===== src/common/udfm_map.svh =====
`ifndef UDFM_MAP_SVH
`define UDFM_MAP_SVH
// ----------------------------------------------------------------------
// Register numbers and reset values
// ----------------------------------------------------------------------
`define UDFM_REG_MEM_SEL 16'h0164
`define UDFM_MEM_SEL_RESET 16'h0000
`define UDFM_MEM_SEL_KEEP 16'h0001
`define UDFM_MEM_SEL_CLEAR 16'h0000
// ----------------------------------------------------------------------
// Selection codes
// ----------------------------------------------------------------------
`define UDFM_IN7_UPDOWN 8'h22
`define UDFM_INIT_A 8'h08
`define UDFM_INIT_B 8'h09
// ----------------------------------------------------------------------
// Pin bit positions in the synchroniser vectors
// ----------------------------------------------------------------------
`define UDFM_PIN_UP 0
`define UDFM_PIN_DOWN 1
`define UDFM_PIN_FWD 2
`define UDFM_PIN_REV 3
`define UDFM_PIN_INCH 4
// ----------------------------------------------------------------------
// Timing
// ----------------------------------------------------------------------
`define UDFM_CLK_KHZ 20000
`define UDFM_HOLD_TIME_MS 5000
`define UDFM_HOLD_CYCLES (`UDFM_HOLD_TIME_MS * `UDFM_CLK_KHZ)
`endif


===== src/common/udfm_pkg.sv =====
package udfm_pkg;
  typedef enum logic [0:0] {UDFM_IDLE, UDFM_RUN} udfm_st_e;

  typedef struct packed {
    logic [15:0] cnt;
    logic tick;
  } udfm_tick_s;

  typedef struct packed {
    logic [4:0] s1;
    logic [4:0] s2;
    logic [4:0] s3;
    logic [4:0] filt;
    udfm_st_e st;
    logic boot;
    logic [15:0] freq;
    logic [15:0] saved;
    logic saved_ok;
    logic nv_wr;
    logic active;
    logic [15:0] mem_sel;
    logic [15:0] rdata;
    logic [31:0] hold_cnt;
  } udfm_state_s;
endpackage : udfm_pkg


===== src/verilog/udfm_tick.sv =====
// Enable-pulse divider: one pulse every period_in cycles while enabled.
module udfm_tick (
  // Clock and reset
  input wire logic ref_clk_in,
  input wire logic rst_n_in,
  // Control
  input wire logic en_in,
  input wire logic [15:0] period_in,
  // Pulse
  output logic tick_out
);
  udfm_pkg::udfm_tick_s q_r;
  udfm_pkg::udfm_tick_s q_nxt;

  always_comb begin
    q_nxt = q_r;
    q_nxt.tick = 1'b0;
    if (!en_in) begin
      q_nxt.cnt = 16'h0000;
    end else if (q_r.cnt + 16'h0001 >= period_in) begin
      // A period of zero behaves as one so the ramp never stalls.
      q_nxt.cnt = 16'h0000;
      q_nxt.tick = 1'b1;
    end else begin
      q_nxt.cnt = q_r.cnt + 16'h0001;
    end
  end

  always_ff @(posedge ref_clk_in or negedge rst_n_in) begin
    if (!rst_n_in) begin
      q_r <= '0;
    end else begin
      q_r <= q_nxt;
    end
  end

  assign tick_out = q_r.tick;
endmodule : udfm_tick


===== src/verilog/udfm_core.sv =====
`include "udfm_map.svh"

module udfm_core #(
  parameter logic [31:0] HOLD_CYCLES = `UDFM_HOLD_CYCLES
) (
  // Clock and reset
  input wire logic ref_clk_in,
  input wire logic rst_n_in,
  // Terminal pins, asynchronous
  input wire logic up_request_input_in,
  input wire logic down_request_input_in,
  input wire logic run_fwd_in,
  input wire logic run_rev_in,
  input wire logic inching_cmd_in,
  // Settings from the parameter store
  input wire logic [7:0] multi_input7_function_select_in,
  input wire logic [15:0] max_frequency_setting_in,
  input wire logic [15:0] reference_upper_limit_in,
  input wire logic [15:0] min_output_frequency_setting_in,
  input wire logic [15:0] reference_lower_limit_in,
  input wire logic [15:0] inching_frequency_in,
  input wire logic [15:0] accel_period_in,
  input wire logic [15:0] decel_period_in,
  input wire logic remote_mode_in,
  // Parameter register port
  input wire logic reg_wr_in,
  input wire logic [15:0] reg_addr_in,
  input wire logic [15:0] reg_wdata_in,
  input wire logic param_init_wr_in,
  input wire logic [7:0] param_init_select_in,
  // Non-volatile store
  input wire logic [15:0] nv_freq_in,
  input wire logic nv_valid_in,
  // Results
  output logic [15:0] freq_out,
  output logic updown_active_out,
  output logic running_out,
  output logic [15:0] reg_rdata_out,
  output logic [15:0] nv_freq_out,
  output logic nv_valid_out,
  output logic nv_wr_out
);
  // --------------------------------------------------------------------
  // Helpers
  // --------------------------------------------------------------------
  function automatic logic [15:0] udfm_min(input logic [15:0] a,
                                           input logic [15:0] b);
    udfm_min = (a < b) ? a : b;
  endfunction : udfm_min

  function automatic logic [15:0] udfm_clamp(input logic [15:0] x,
                                             input logic [15:0] lo,
                                             input logic [15:0] hi);
    logic [15:0] y;
    y = (x < lo) ? lo : x;
    udfm_clamp = (y > hi) ? hi : y;
  endfunction : udfm_clamp

  udfm_pkg::udfm_state_s q_r;
  udfm_pkg::udfm_state_s q_nxt;
  logic [15:0] upper_w;
  logic [15:0] lower_w;
  logic [15:0] held_w;
  logic func_en_w;
  logic run_w;
  logic up_w;
  logic down_w;
  logic inch_w;
  logic ramp_w;
  logic tick_w;
  logic save_w;
  logic mem_on_w;

  assign upper_w = udfm_min(max_frequency_setting_in,
                            reference_upper_limit_in);
  assign lower_w = udfm_min(min_output_frequency_setting_in,
                            reference_lower_limit_in);
  assign held_w = udfm_clamp(q_r.freq, lower_w, upper_w);
  assign func_en_w =
    (multi_input7_function_select_in == `UDFM_IN7_UPDOWN);
  assign run_w = q_r.filt[`UDFM_PIN_FWD] | q_r.filt[`UDFM_PIN_REV];
  assign up_w = q_r.filt[`UDFM_PIN_UP];
  assign down_w = q_r.filt[`UDFM_PIN_DOWN];
  assign inch_w = q_r.filt[`UDFM_PIN_INCH] & remote_mode_in;
  assign mem_on_w = (q_r.mem_sel == `UDFM_MEM_SEL_KEEP);
  // Multi-step references have no input here at all, so they cannot act.
  assign ramp_w = (q_r.st == udfm_pkg::UDFM_RUN) && run_w && func_en_w &&
                  remote_mode_in && !inch_w && (up_w ^ down_w);
  assign save_w = (q_r.st == udfm_pkg::UDFM_RUN) && mem_on_w &&
                  (q_r.hold_cnt == HOLD_CYCLES - 32'h1);

  // --------------------------------------------------------------------
  // Ramp rate divider
  // --------------------------------------------------------------------
  udfm_tick u_tick (
    .ref_clk_in(ref_clk_in),
    .rst_n_in(rst_n_in),
    .en_in(ramp_w),
    .period_in(up_w ? accel_period_in : decel_period_in),
    .tick_out(tick_w)
  );

  // --------------------------------------------------------------------
  // Next state
  // --------------------------------------------------------------------
  always_comb begin
    q_nxt = q_r;
    q_nxt.nv_wr = 1'b0;
    // Three stages; a change counts only when stages two and three agree.
    q_nxt.s1 = {inching_cmd_in, run_rev_in, run_fwd_in,
                down_request_input_in, up_request_input_in};
    q_nxt.s2 = q_r.s1;
    q_nxt.s3 = q_r.s2;
    for (int i = 0; i < 5; i++) begin
      if (q_r.s2[i] == q_r.s3[i]) begin
        q_nxt.filt[i] = q_r.s3[i];
      end
    end
    q_nxt.active = func_en_w;
    if (reg_wr_in && reg_addr_in == `UDFM_REG_MEM_SEL) begin
      q_nxt.mem_sel = reg_wdata_in;
    end
    q_nxt.rdata = (reg_addr_in == `UDFM_REG_MEM_SEL) ? q_r.mem_sel
                                                     : 16'h0000;
    if (!q_r.boot) begin
      // Saved frequency is restored once, just after reset release.
      q_nxt.boot = 1'b1;
      q_nxt.saved = nv_freq_in;
      q_nxt.saved_ok = nv_valid_in;
    end

    case (q_r.st)
      udfm_pkg::UDFM_IDLE: begin
        q_nxt.hold_cnt = 32'h0;
        q_nxt.freq = 16'h0000;
        if (run_w && func_en_w) begin
          q_nxt.st = udfm_pkg::UDFM_RUN;
          if (inch_w) begin
            q_nxt.freq = inching_frequency_in;
          end else if (mem_on_w && q_r.saved_ok) begin
            q_nxt.freq = udfm_clamp(q_r.saved, lower_w, upper_w);
          end else begin
            q_nxt.freq = udfm_clamp(lower_w, lower_w, upper_w);
          end
        end
      end
      udfm_pkg::UDFM_RUN: begin
        if (!run_w || !func_en_w) begin
          q_nxt.st = udfm_pkg::UDFM_IDLE;
          q_nxt.freq = 16'h0000;
          q_nxt.hold_cnt = 32'h0;
        end else if (inch_w) begin
          q_nxt.freq = inching_frequency_in;
          q_nxt.hold_cnt = 32'h0;
        end else begin
          q_nxt.freq = held_w;
          if (ramp_w && tick_w) begin
            if (up_w && held_w < upper_w) begin
              q_nxt.freq = held_w + 16'h0001;
            end else if (down_w && held_w > lower_w) begin
              q_nxt.freq = held_w - 16'h0001;
            end
          end
          if (ramp_w || !remote_mode_in || held_w != q_r.freq) begin
            q_nxt.hold_cnt = 32'h0;
          end else if (q_r.hold_cnt < HOLD_CYCLES) begin
            q_nxt.hold_cnt = q_r.hold_cnt + 32'h1;
          end
        end
      end
      default: begin
        q_nxt.st = udfm_pkg::UDFM_IDLE;
      end
    endcase

    // The select leaves reset off, so the boot load is spared for one edge.
    if (!mem_on_w && q_r.boot) begin
      q_nxt.saved_ok = 1'b0;
      q_nxt.saved = 16'h0000;
    end
    if (param_init_wr_in && (param_init_select_in == `UDFM_INIT_A ||
                             param_init_select_in == `UDFM_INIT_B)) begin
      q_nxt.saved_ok = 1'b0;
      q_nxt.saved = 16'h0000;
    end
    // A save in the same cycle as an init wins, so the event is kept.
    if (save_w) begin
      q_nxt.saved = q_r.freq;
      q_nxt.saved_ok = 1'b1;
      q_nxt.nv_wr = 1'b1;
    end
  end

  always_ff @(posedge ref_clk_in or negedge rst_n_in) begin
    if (!rst_n_in) begin
      q_r <= '0;
      q_r.mem_sel <= `UDFM_MEM_SEL_RESET;
    end else begin
      q_r <= q_nxt;
    end
  end

  assign freq_out = q_r.freq;
  assign updown_active_out = q_r.active;
  assign running_out = (q_r.st == udfm_pkg::UDFM_RUN);
  assign reg_rdata_out = q_r.rdata;
  assign nv_freq_out = q_r.saved;
  assign nv_valid_out = q_r.saved_ok;
  assign nv_wr_out = q_r.nv_wr;

  // --------------------------------------------------------------------
  // Checks
  // --------------------------------------------------------------------
  func_enable_a: assert property (@(posedge ref_clk_in)
    disable iff (!rst_n_in)
    !func_en_w |=> !updown_active_out)
    else $error("up/down active without input 7 selection");

  ramp_up_a: assert property (@(posedge ref_clk_in)
    disable iff (!rst_n_in)
    (ramp_w && tick_w && up_w && held_w < upper_w)
      |=> freq_out == $past(held_w) + 16'h0001)
    else $error("up request did not raise frequency");

  ramp_down_a: assert property (@(posedge ref_clk_in)
    disable iff (!rst_n_in)
    (ramp_w && tick_w && down_w && held_w > lower_w)
      |=> freq_out == $past(held_w) - 16'h0001)
    else $error("down request did not lower frequency");

  hold_freq_a: assert property (@(posedge ref_clk_in)
    disable iff (!rst_n_in)
    (running_out && run_w && func_en_w && !inch_w && up_w == down_w)
      |=> freq_out == $past(held_w))
    else $error("frequency moved while held");

  upper_bound_a: assert property (@(posedge ref_clk_in)
    disable iff (!rst_n_in)
    (run_w && func_en_w && !inch_w) |=> freq_out <= $past(upper_w))
    else $error("frequency above upper bound");

  lower_bound_a: assert property (@(posedge ref_clk_in)
    disable iff (!rst_n_in)
    (run_w && func_en_w && !inch_w && lower_w <= upper_w)
      |=> freq_out >= $past(lower_w))
    else $error("frequency below lower bound");

  start_low_a: assert property (@(posedge ref_clk_in)
    disable iff (!rst_n_in)
    (!running_out && run_w && func_en_w && !inch_w &&
     !(mem_on_w && q_r.saved_ok) && lower_w <= upper_w)
      |=> running_out && freq_out == $past(lower_w))
    else $error("run did not start at lower limit");

  inch_prio_a: assert property (@(posedge ref_clk_in)
    disable iff (!rst_n_in)
    (run_w && func_en_w && inch_w)
      |=> freq_out == $past(inching_frequency_in))
    else $error("inching did not override up/down");

  save_hold_a: assert property (@(posedge ref_clk_in)
    disable iff (!rst_n_in)
    nv_wr_out |-> $past(q_r.hold_cnt) == HOLD_CYCLES - 32'h1 &&
      nv_valid_out && nv_freq_out == $past(freq_out))
    else $error("save without a full hold time");

  mem_clear_a: assert property (@(posedge ref_clk_in)
    disable iff (!rst_n_in)
    (!mem_on_w && q_r.boot) |=> !nv_valid_out)
    else $error("saved value kept with memory off");

  init_clear_a: assert property (@(posedge ref_clk_in)
    disable iff (!rst_n_in)
    (q_r.boot && !save_w && param_init_wr_in &&
     param_init_select_in inside {`UDFM_INIT_A, `UDFM_INIT_B})
      |=> !nv_valid_out && nv_freq_out == 16'h0000)
    else $error("init did not clear saved frequency");

  local_hold_a: assert property (@(posedge ref_clk_in)
    disable iff (!rst_n_in)
    (running_out && run_w && func_en_w && !remote_mode_in)
      |=> freq_out == $past(held_w))
    else $error("frequency changed outside remote mode");
endmodule : udfm_core


===== config.mk =====
export PLATFORM = sky130hd
export DESIGN_NAME = udfm_core
export DESIGN_NICKNAME = d
export VERILOG_FILES = /design/src/common/udfm_pkg.sv /design/src/verilog/udfm_tick.sv /design/src/verilog/udfm_core.sv
export VERILOG_INCLUDE_DIRS = /design/src /design/src/common
export SDC_FILE = /design/constraint.sdc
export NUM_CORES = 1
export LEC_CHECK = 0
export BUFFER_PORTS_ARGS = -buffer_cell sky130_fd_sc_hd__buf_2
export CAP_MARGIN = 20
export CORE_ASPECT_RATIO = 2
export CORE_MARGIN = 4
export CORE_UTILIZATION = 40
export DETAILED_ROUTE_END_ITERATION = 10
export GPL_ROUTABILITY_DRIVEN = 0
export PLACE_DENSITY = 0.57
export SYNTH_ARGS = -nofsm -noshare
export SYNTH_HDL_FRONTEND = slang
export SYNTH_SLANG_ARGS = --single-unit

===== constraint.sdc =====
create_clock -name ref_clk_in -period 8.9 [get_ports ref_clk_in]
set_clock_uncertainty 0.15 [all_clocks]
set_input_delay 1.335 -clock ref_clk_in [delete_from_list [all_inputs] [get_ports ref_clk_in]]
set_output_delay 1.335 -clock ref_clk_in [all_outputs]
set_load 0.05 [all_outputs]

==> metrics.md, run 1 <==
| Metric | Value |
|---|---|
| First-pass DRT Iterations | 5 |
| Routed Antenna Nets | 0 |
| Max FO, Critical Path | 6 |
| ANT cells | 0 |
| Slowest CP cell | a2111o_1 |
| P_leak | approximately 8.7 nW |
| Outcome | complete, but fails checks |
| Pwr dens | between 150 and 200 nW/um^2 |
| Crit share post-route | 1.074 |
| TNS Setup | -9.266 ns |
| Commonest non-fill, non-tap cell in the layout | buf_4 |
| Ys async rst share | 1.000 |
| Die H | around 260 um |
| Starting Density | 0.4075 |
| Die area | between 30000 and 40000 um^2 |
| Synthesized instance count | approximately 1400 |
| Psw | between 0.001 and 0.0015 W |
| First-pass GRT wire length | 77650 um |
| CP most frequent cell | buf_4 |
| Crit path capture type | register |
| Final Core Density | 0.5708 |
| Buffers added on ports | ~240 |
| Core ar. | between 30000 and 40000 um^2 |
| Leading cell types in the layout, fill and taps excluded | buf_4 (270), buf_2 (234), ha_1 (138), dfrtp_1 (138), nor2_1 (108) |
| RSZ-0062 raised after global routing | true |
| Mapped cell area | between 10000 and 15000 um^2 |
| Most used DFF post-synth | dfrtp_1 |
| DR vias/cell | 5.827 |
| Final Cell Area | roughly 17000 um^2 |
| Worst Path Class, Setup | input port to register |
| CTS Buffer Depth | 2 |
| # fillers | ~2800 |
| WP data arrival | between 9 and 10 ns |
| Post-synth net total | between 1500 and 2000 |
| Max-cap violations | 0 |
| Combinational share of power | 0.521 |
| DR vias | approximately 13000 |
| Clock latency at the later pin of the worst-skew pair | roughly 0.43 ns |
| Synth unique cells | a little over 80 |
| Worst-path clk slew | about 0.06 ns |
| Gr usage total | 0.3001 |
| Failing checks | setup timing |
| Min Tclk post-route | between 9 and 10 ns |
| Pint | 0.001669 W |
| Avg WL per Cell | 23.28 um |
| Clock power share | 0.244 |
| Detailed Place HPWL | 40840 um |
| Layout cells sized above 1 | 0.3990 |
| Peak VDD IR | between 0.15 and 0.2 mV |
| H-tree levels | 4 |
| Die Wd | about 130 um |
| Routed wire length | between 50000 and 60000 um |
| TritonCTS clock tree | built |
| Area delta synth->final | 40.08% |
| Sequential Power Share | 0.235 |
| Data required, critical path | between 9 and 10 ns |
| Final Net Count | about 2200 |
| Slew headroom | 0.3713 |
| Largest net degree at the start of global routing | 80 |
| Worst path max stage delay | between 0.3 and 0.4 ns |
| Power, Total | ~0.0028 W |
| Final WS setup | -0.6625 ns |
| Post-synth EDFFs | 0 |
| Vias in the first global route | between 10000 and 15000 |
| Root buf cell | clkbuf_16 |
| Initial antenna violation count | 5 |
| YS warnings | 0 |
| Sequential cell area fraction in the yosys report | 0.2787 |
| Worst Max-Slew Pin Slew | 0.9430 ns |
| Hold-fix buffers, CTS | 0 |
| Critical Path Start Type | input port |
| Post-DP Area | 15540 um^2 |
| GRT overflow | 0 |
| Number of DRC markers in iteration 0 | roughly 750 |
| Switch share | 0.4004 |
| Site row count | 90 |
| CTS Buf Count | 17 |
| DRC viols | 0 |
| Final Hold Viols | 0 |
| Placed cell count | between 2000 and 2500 |
| Post-Layout Cell Count | between 2000 and 2500 |
| Max frequency | 104.6 MHz |
| Min-Delay Path Class | register to register |
| Synthesis-stage register bit count | 138 |
| Clock sink count | ~140 |
| Post-Syn Area per Cell | ~8.8 um^2 |
| Setup-failing EPs final | 16 |
| Ports | 239 |
| Slew Limit Fails | 0 |
routing by layer:
layer	wire length [um]	part of all wire	global-route usage	vias to the layer above
li1	-	-	-	6039
met1	16800	0.32	0.2818	6188
met2	26710	0.51	0.5462	561
met3	3196	0.061	0.06704	256
met4	5397	0.10	0.2462	8
met5	52	0.0010	0	-
final timing paths:
kind,from,end,slack (ns),cells after the start
max in group asynchronous,rst_n_in,u_tick.q_r[3],6.85,3
hold reg to reg,q_nxt[113],q_nxt[108],0.20,0
setup reg to reg,freq_out[14],freq_out[10],1.23,37
min in group asynchronous,rst_n_in,q_r[51],0.72,1
hold / removal,q_nxt[113],q_nxt[108],0.20,0
setup / recovery,reference_lower_limit_in[1],freq_out[10],-0.66,48
flip-flops by register name, indices dropped and copies added, names as in the netlist:
name / flops
q_r: 58
freq_out: 16
nv_freq_out: 16
reg_rdata_out: 16
u_tick.q_r: 16
q_nxt: 10
down_w: 1
nv_valid_out: 1
nv_wr_out: 1
running_out: 1
u_tick.tick_out: 1
updown_active_out: 1
power by group through the flow:
stage                     sequential [W]  clock, W  combinational [W]
final                           0.000653  0.000681            0.00145
after global routing            0.000653  0.000721            0.00155
after CTS                       0.000653  0.000694            0.00134
after detailed placement        0.000664         0            0.00122
after global placement          0.000664         0            0.00121
after floorplan                 0.000657         0           0.000699
critical path: cells and delay by family:
family / cells / cell delay (ns)
fa+ha+maj: 4 / 0.97
compound gates: 19 / 3.90
simple gates: 10 / 1.50
buf+inv: 14 / 1.81
xor+xnor: 1 / 0.16
cell usage after synthesis, drive strengths merged (17+ instances only):
master	n	area share
a21oi	102	0.042
nand2	90	0.027
nand3	31	0.013
inv	85	0.026
and2	22	0.011
nor2	124	0.038
and3	29	0.015
nand4	32	0.016
ha	152	0.15
mux2	42	0.038
nor4	22	0.012
a21o	29	0.018
dfrtp	138	0.28
o21ai	54	0.022
o31ai	24	0.015
xor2	28	0.020
mux2i	47	0.038
buf	63	0.038
xnor2	37	0.026
a211oi	17	0.012
o211ai	24	0.016
clkbuf	32	0.0097
through the flow:
| step | setup slack (ns) | hold slack [ns] |
|---|---|---|
| finish | -0.6625 | 0.1975 |
| global route | -1.074 | 0.2083 |
| CTS | -0.3459 | 0.1987 |
| detailed placement | -1.464 | 0.1847 |
| global placement | -1.270 | 0.1826 |
| floorplan | -0.8717 | 0.1812 |
area by class of cell:
type / instances / area, um^2 / area share
clock buffers: 17 / 425.4 / 0.02451
clock inverters: 15 / 146.4 / 0.008435
inverters: 86 / 337.8 / 0.01947
multi-input cells: 1088 / 8986 / 0.5178
flip-flops and latches: 138 / 3453 / 0.1990
well taps: 368 / 460.4 / 0.02653
repair buffers: 528 / 3546 / 0.2043
cells by family (layout without fill, tap and decap cells):
family                     after synthesis  count (layout)  share of synthesized area
and+or+nand+nor                        428             429                     0.1748
muxes                                   89              89                    0.07675
other                                    1               1                  0.0003027
xor gates and xnor gates                65              65                    0.04595
AOI/OAI and AO/OA                      344             344                     0.1902
buffers and inverters                  181             646                    0.07332
DFF                                    138             138                     0.2787
adders and majority gates              160             160                     0.1600
timing repair:
action	CTS	global route
buffers inserted	36	18
cloned	2	0
setup endpoints to repair	48	48
pin swaps	69	57
resized for setup	97	54
(Power assumes the default switching activity.)
==> run 2, diff against run 1 <==
Settings changed: CAP_MARGIN 20 to default, SYNTH_HIERARCHICAL from default to 1.
==> metrics.md, run 2 <==
| Metric | Value |
|---|---|
| CTS Buffer Depth | 2 |
| P_leak | slightly above 8 nW |
| Routed Antenna Nets | 0 |
| Setup slack on the worst flop-to-flop path | about 1.5 ns |
| Initial antenna violation count | 9 |
| Min Tclk post-route | between 9 and 10 ns |
| Final WS setup | -0.5318 ns |
| TNS Setup | -5.906 ns |
| Buffers added on ports | between 200 and 250 |
| Synth unique cells | about 100 |
| Post-Layout Cell Count | between 2000 and 2500 |
| Pwr dens | 151.9 nW/um^2 |
| Worst-path clk slew | 0.06 ns |
| Clock latency at the later pin of the worst-skew pair | about 0.44 ns |
| Hold-fix buffers, CTS | 0 |
| Outcome | complete, but fails checks |
| Die area | approximately 35000 um^2 |
| Crit share post-route | 1.060 |
| Final Net Count | 2152 |
| Yosys top cell by area | dfrtp_1 |
| Peak VDD IR | between 0.1 and 0.15 mV |
| H-tree levels | 4 |
| Avg WL per Cell | about 22 um |
| Sequential cell area fraction in the yosys report | 0.2745 |
| TritonCTS clock tree | built |
| Most common cell in the synthesized netlist | ha_1 |
| Clock sink count | around 140 |
| Die H | roughly 260 um |
| Slew Limit Fails | 0 |
| Core ar. | slightly above 30000 um^2 |
| First-pass DRT Iterations | 5 |
| Area of the multi-input gates | about 9000 um^2 |
| Post-Syn Area per Cell | just under 9 um^2 |
| Data required, critical path | about 9.0 ns |
| Layout cells sized above 1 | 0.3897 |
| Die Wd | ~130 um |
| Area share of the largest cell type after synthesis | 0.2745 |
| Crit path capture type | register |
| Post-synth EDFFs | 0 |
| Biggest register | q_r |
| Ys async rst share | 1.000 |
| Synthesis-stage register bit count | ~140 |
| Final Hold Viols | 0 |
| Failing checks | setup timing |
| # fillers | 2901 |
| Synthesized instance count | 1430 |
| Most used DFF post-synth | dfrtp_1 |
| Slowest CP cell | or3b_4 |
| Routed wire length | 48900 um |
| GRT overflow | 0 |
| Hold slack | approximately 0.20 ns |
| Placed cell count | between 2000 and 2500 |
| Max FO, Critical Path | 6 |
| Leading cell types in the layout, fill and taps excluded | buf_2 (224), buf_4 (200), dfrtp_1 (138) |
| Commonest non-fill, non-tap cell in the layout | buf_2 |
| Vias in the first global route | between 10000 and 15000 |
| Setup-failing EPs final | 16 |
| WP data arrival | 9.55 ns |
| Synth top area cells | dfrtp_1 (27%), ha_1 (15%), a21oi_1 (4.1%) |
| Min-Delay Path Class | register to register |
| Area delta synth->final | 38.04% |
| First-pass GRT wire length | 73100 um |
| Slew headroom | 0.07130 |
| Worst slack at placement | -1.407 ns |
| Worst Path Class, Setup | input port to register |
| Site row count | 91 |
| Root buf cell | clkbuf_16 |
| Worst path max stage delay | approximately 0.46 ns |
| Number of DRC markers in iteration 0 | 610 |
| Mapped cell area | roughly 13000 um^2 |
| Gr usage total | 0.2764 |
| Critical Path Start Type | input port |
| CTS Buf Count | 17 |
| RSZ-0062 raised after global routing | true |
| Detailed Place HPWL | approximately 38000 um |
| Top cells by count, synth | ha_1 (151), dfrtp_1 (138), nor2_1 (115), a21oi_1 (102), nand2_1 (93) |
| Sequential standard cell area | about 3500 um^2 |
| DRC viols | 0 |
| DR vias/cell | approximately 5.7 |
| DR vias | between 10000 and 15000 |
| Max-cap violations | 0 |
| Worst Max-Slew Pin Slew | approximately 1.4 ns |
| Largest net degree at the start of global routing | 74 |
| Max frequency | approximately 110 MHz |
| Starting Density | 0.4062 |
| Post-synth net total | between 1500 and 2000 |
| Ports | between 200 and 250 |
| YS warnings | 6 |
| Max reg flops | between 50 and 60 |
## run 2: cells by family (layout without fill, tap and decap cells)
logic type | Yosys count | count (layout) | synth area share
flops | 138 | 138 | 0.2745
fa+ha+maj | 157 | 157 | 0.1549
other cells | 1 | 7 | 0.0002981
buf+inv | 189 | 585 | 0.07429
mux | 71 | 71 | 0.06077
compound gates | 343 | 343 | 0.1940
simple gates | 460 | 461 | 0.1917
xor+xnor | 71 | 71 | 0.04943
## run 2: layer usage
layer	global-route usage	vias to the layer above	part of all wire
met5	0	-	0.00065
met4	0.2142	6	0.095
met3	0.05031	210	0.053
met2	0.5191	484	0.53
met1	0.2584	6085	0.32
li1	-	5981	-
## run 2: repair_timing
| action | 4_1_cts | 5_1_grt |
|---|---|---|
| endpoints found under the setup margin | 16 | 17 |
| gates cloned | 4 | 0 |
| pin swaps | 54 | 69 |
| setup buffers | 30 | 16 |
| resized for setup | 107 | 79 |
## run 2: metrics by stage
stage                     area, um^2    util  power, W
after floorplan                12920       -  0.001275
after global placement         15380  0.4968  0.001670
after detailed placement       15380  0.4968  0.001690
after CTS                      16840  0.5437  0.002577
after global routing           17360  0.5605  0.002778
final                          17370  0.5608  0.002638
## run 2: cell type report
| cell class | instances | share of cell area |
|---|---|---|
| Multi-Input combinational cell | 1104 | 0.5297 |
| Sequential cell | 138 | 0.1988 |
| Clock inverter | 15 | 0.01196 |
| Clock buffer | 17 | 0.02450 |
| Antenna cell | 6 | 0.0008646 |
| Timing Repair Buffer | 465 | 0.1843 |
| Tap cell | 418 | 0.03012 |
| Inverter | 88 | 0.01974 |
## run 2: final timing paths
check                                     to  cells past startpoint                        start
min                               q_nxt[107]                      0                   q_nxt[112]
max                             freq_out[14]                     43  reference_lower_limit_in[1]
min in group asynchronous  reg_rdata_out[10]                      1                     rst_n_in
min reg2reg                       q_nxt[107]                      0                   q_nxt[112]
max in group asynchronous           q_r[106]                      2                     rst_n_in
max reg2reg                     freq_out[14]                     36                 freq_out[13]
## run 2: report_power, final
| part | internal (W) | switching, W |
|---|---|---|
| logic | 0.000572 | 0.000655 |
| registers | 0.000637 | 0.0000146 |
| clock network | 0.000452 | 0.000307 |
## run 2: worst max-delay path, delay by kind of cell
| kind | cells | cell delay, ns |
|---|---|---|
| AO/OA/AOI/OAI | 17 | 3.51 |
| XOR/XNOR | 1 | 0.15 |
| adder cells (fa/ha/maj) | 4 | 0.92 |
| buffers and inverters | 10 | 1.18 |
| multiplexers | 1 | 0.27 |
| AND/OR/NAND/NOR | 10 | 2.13 |
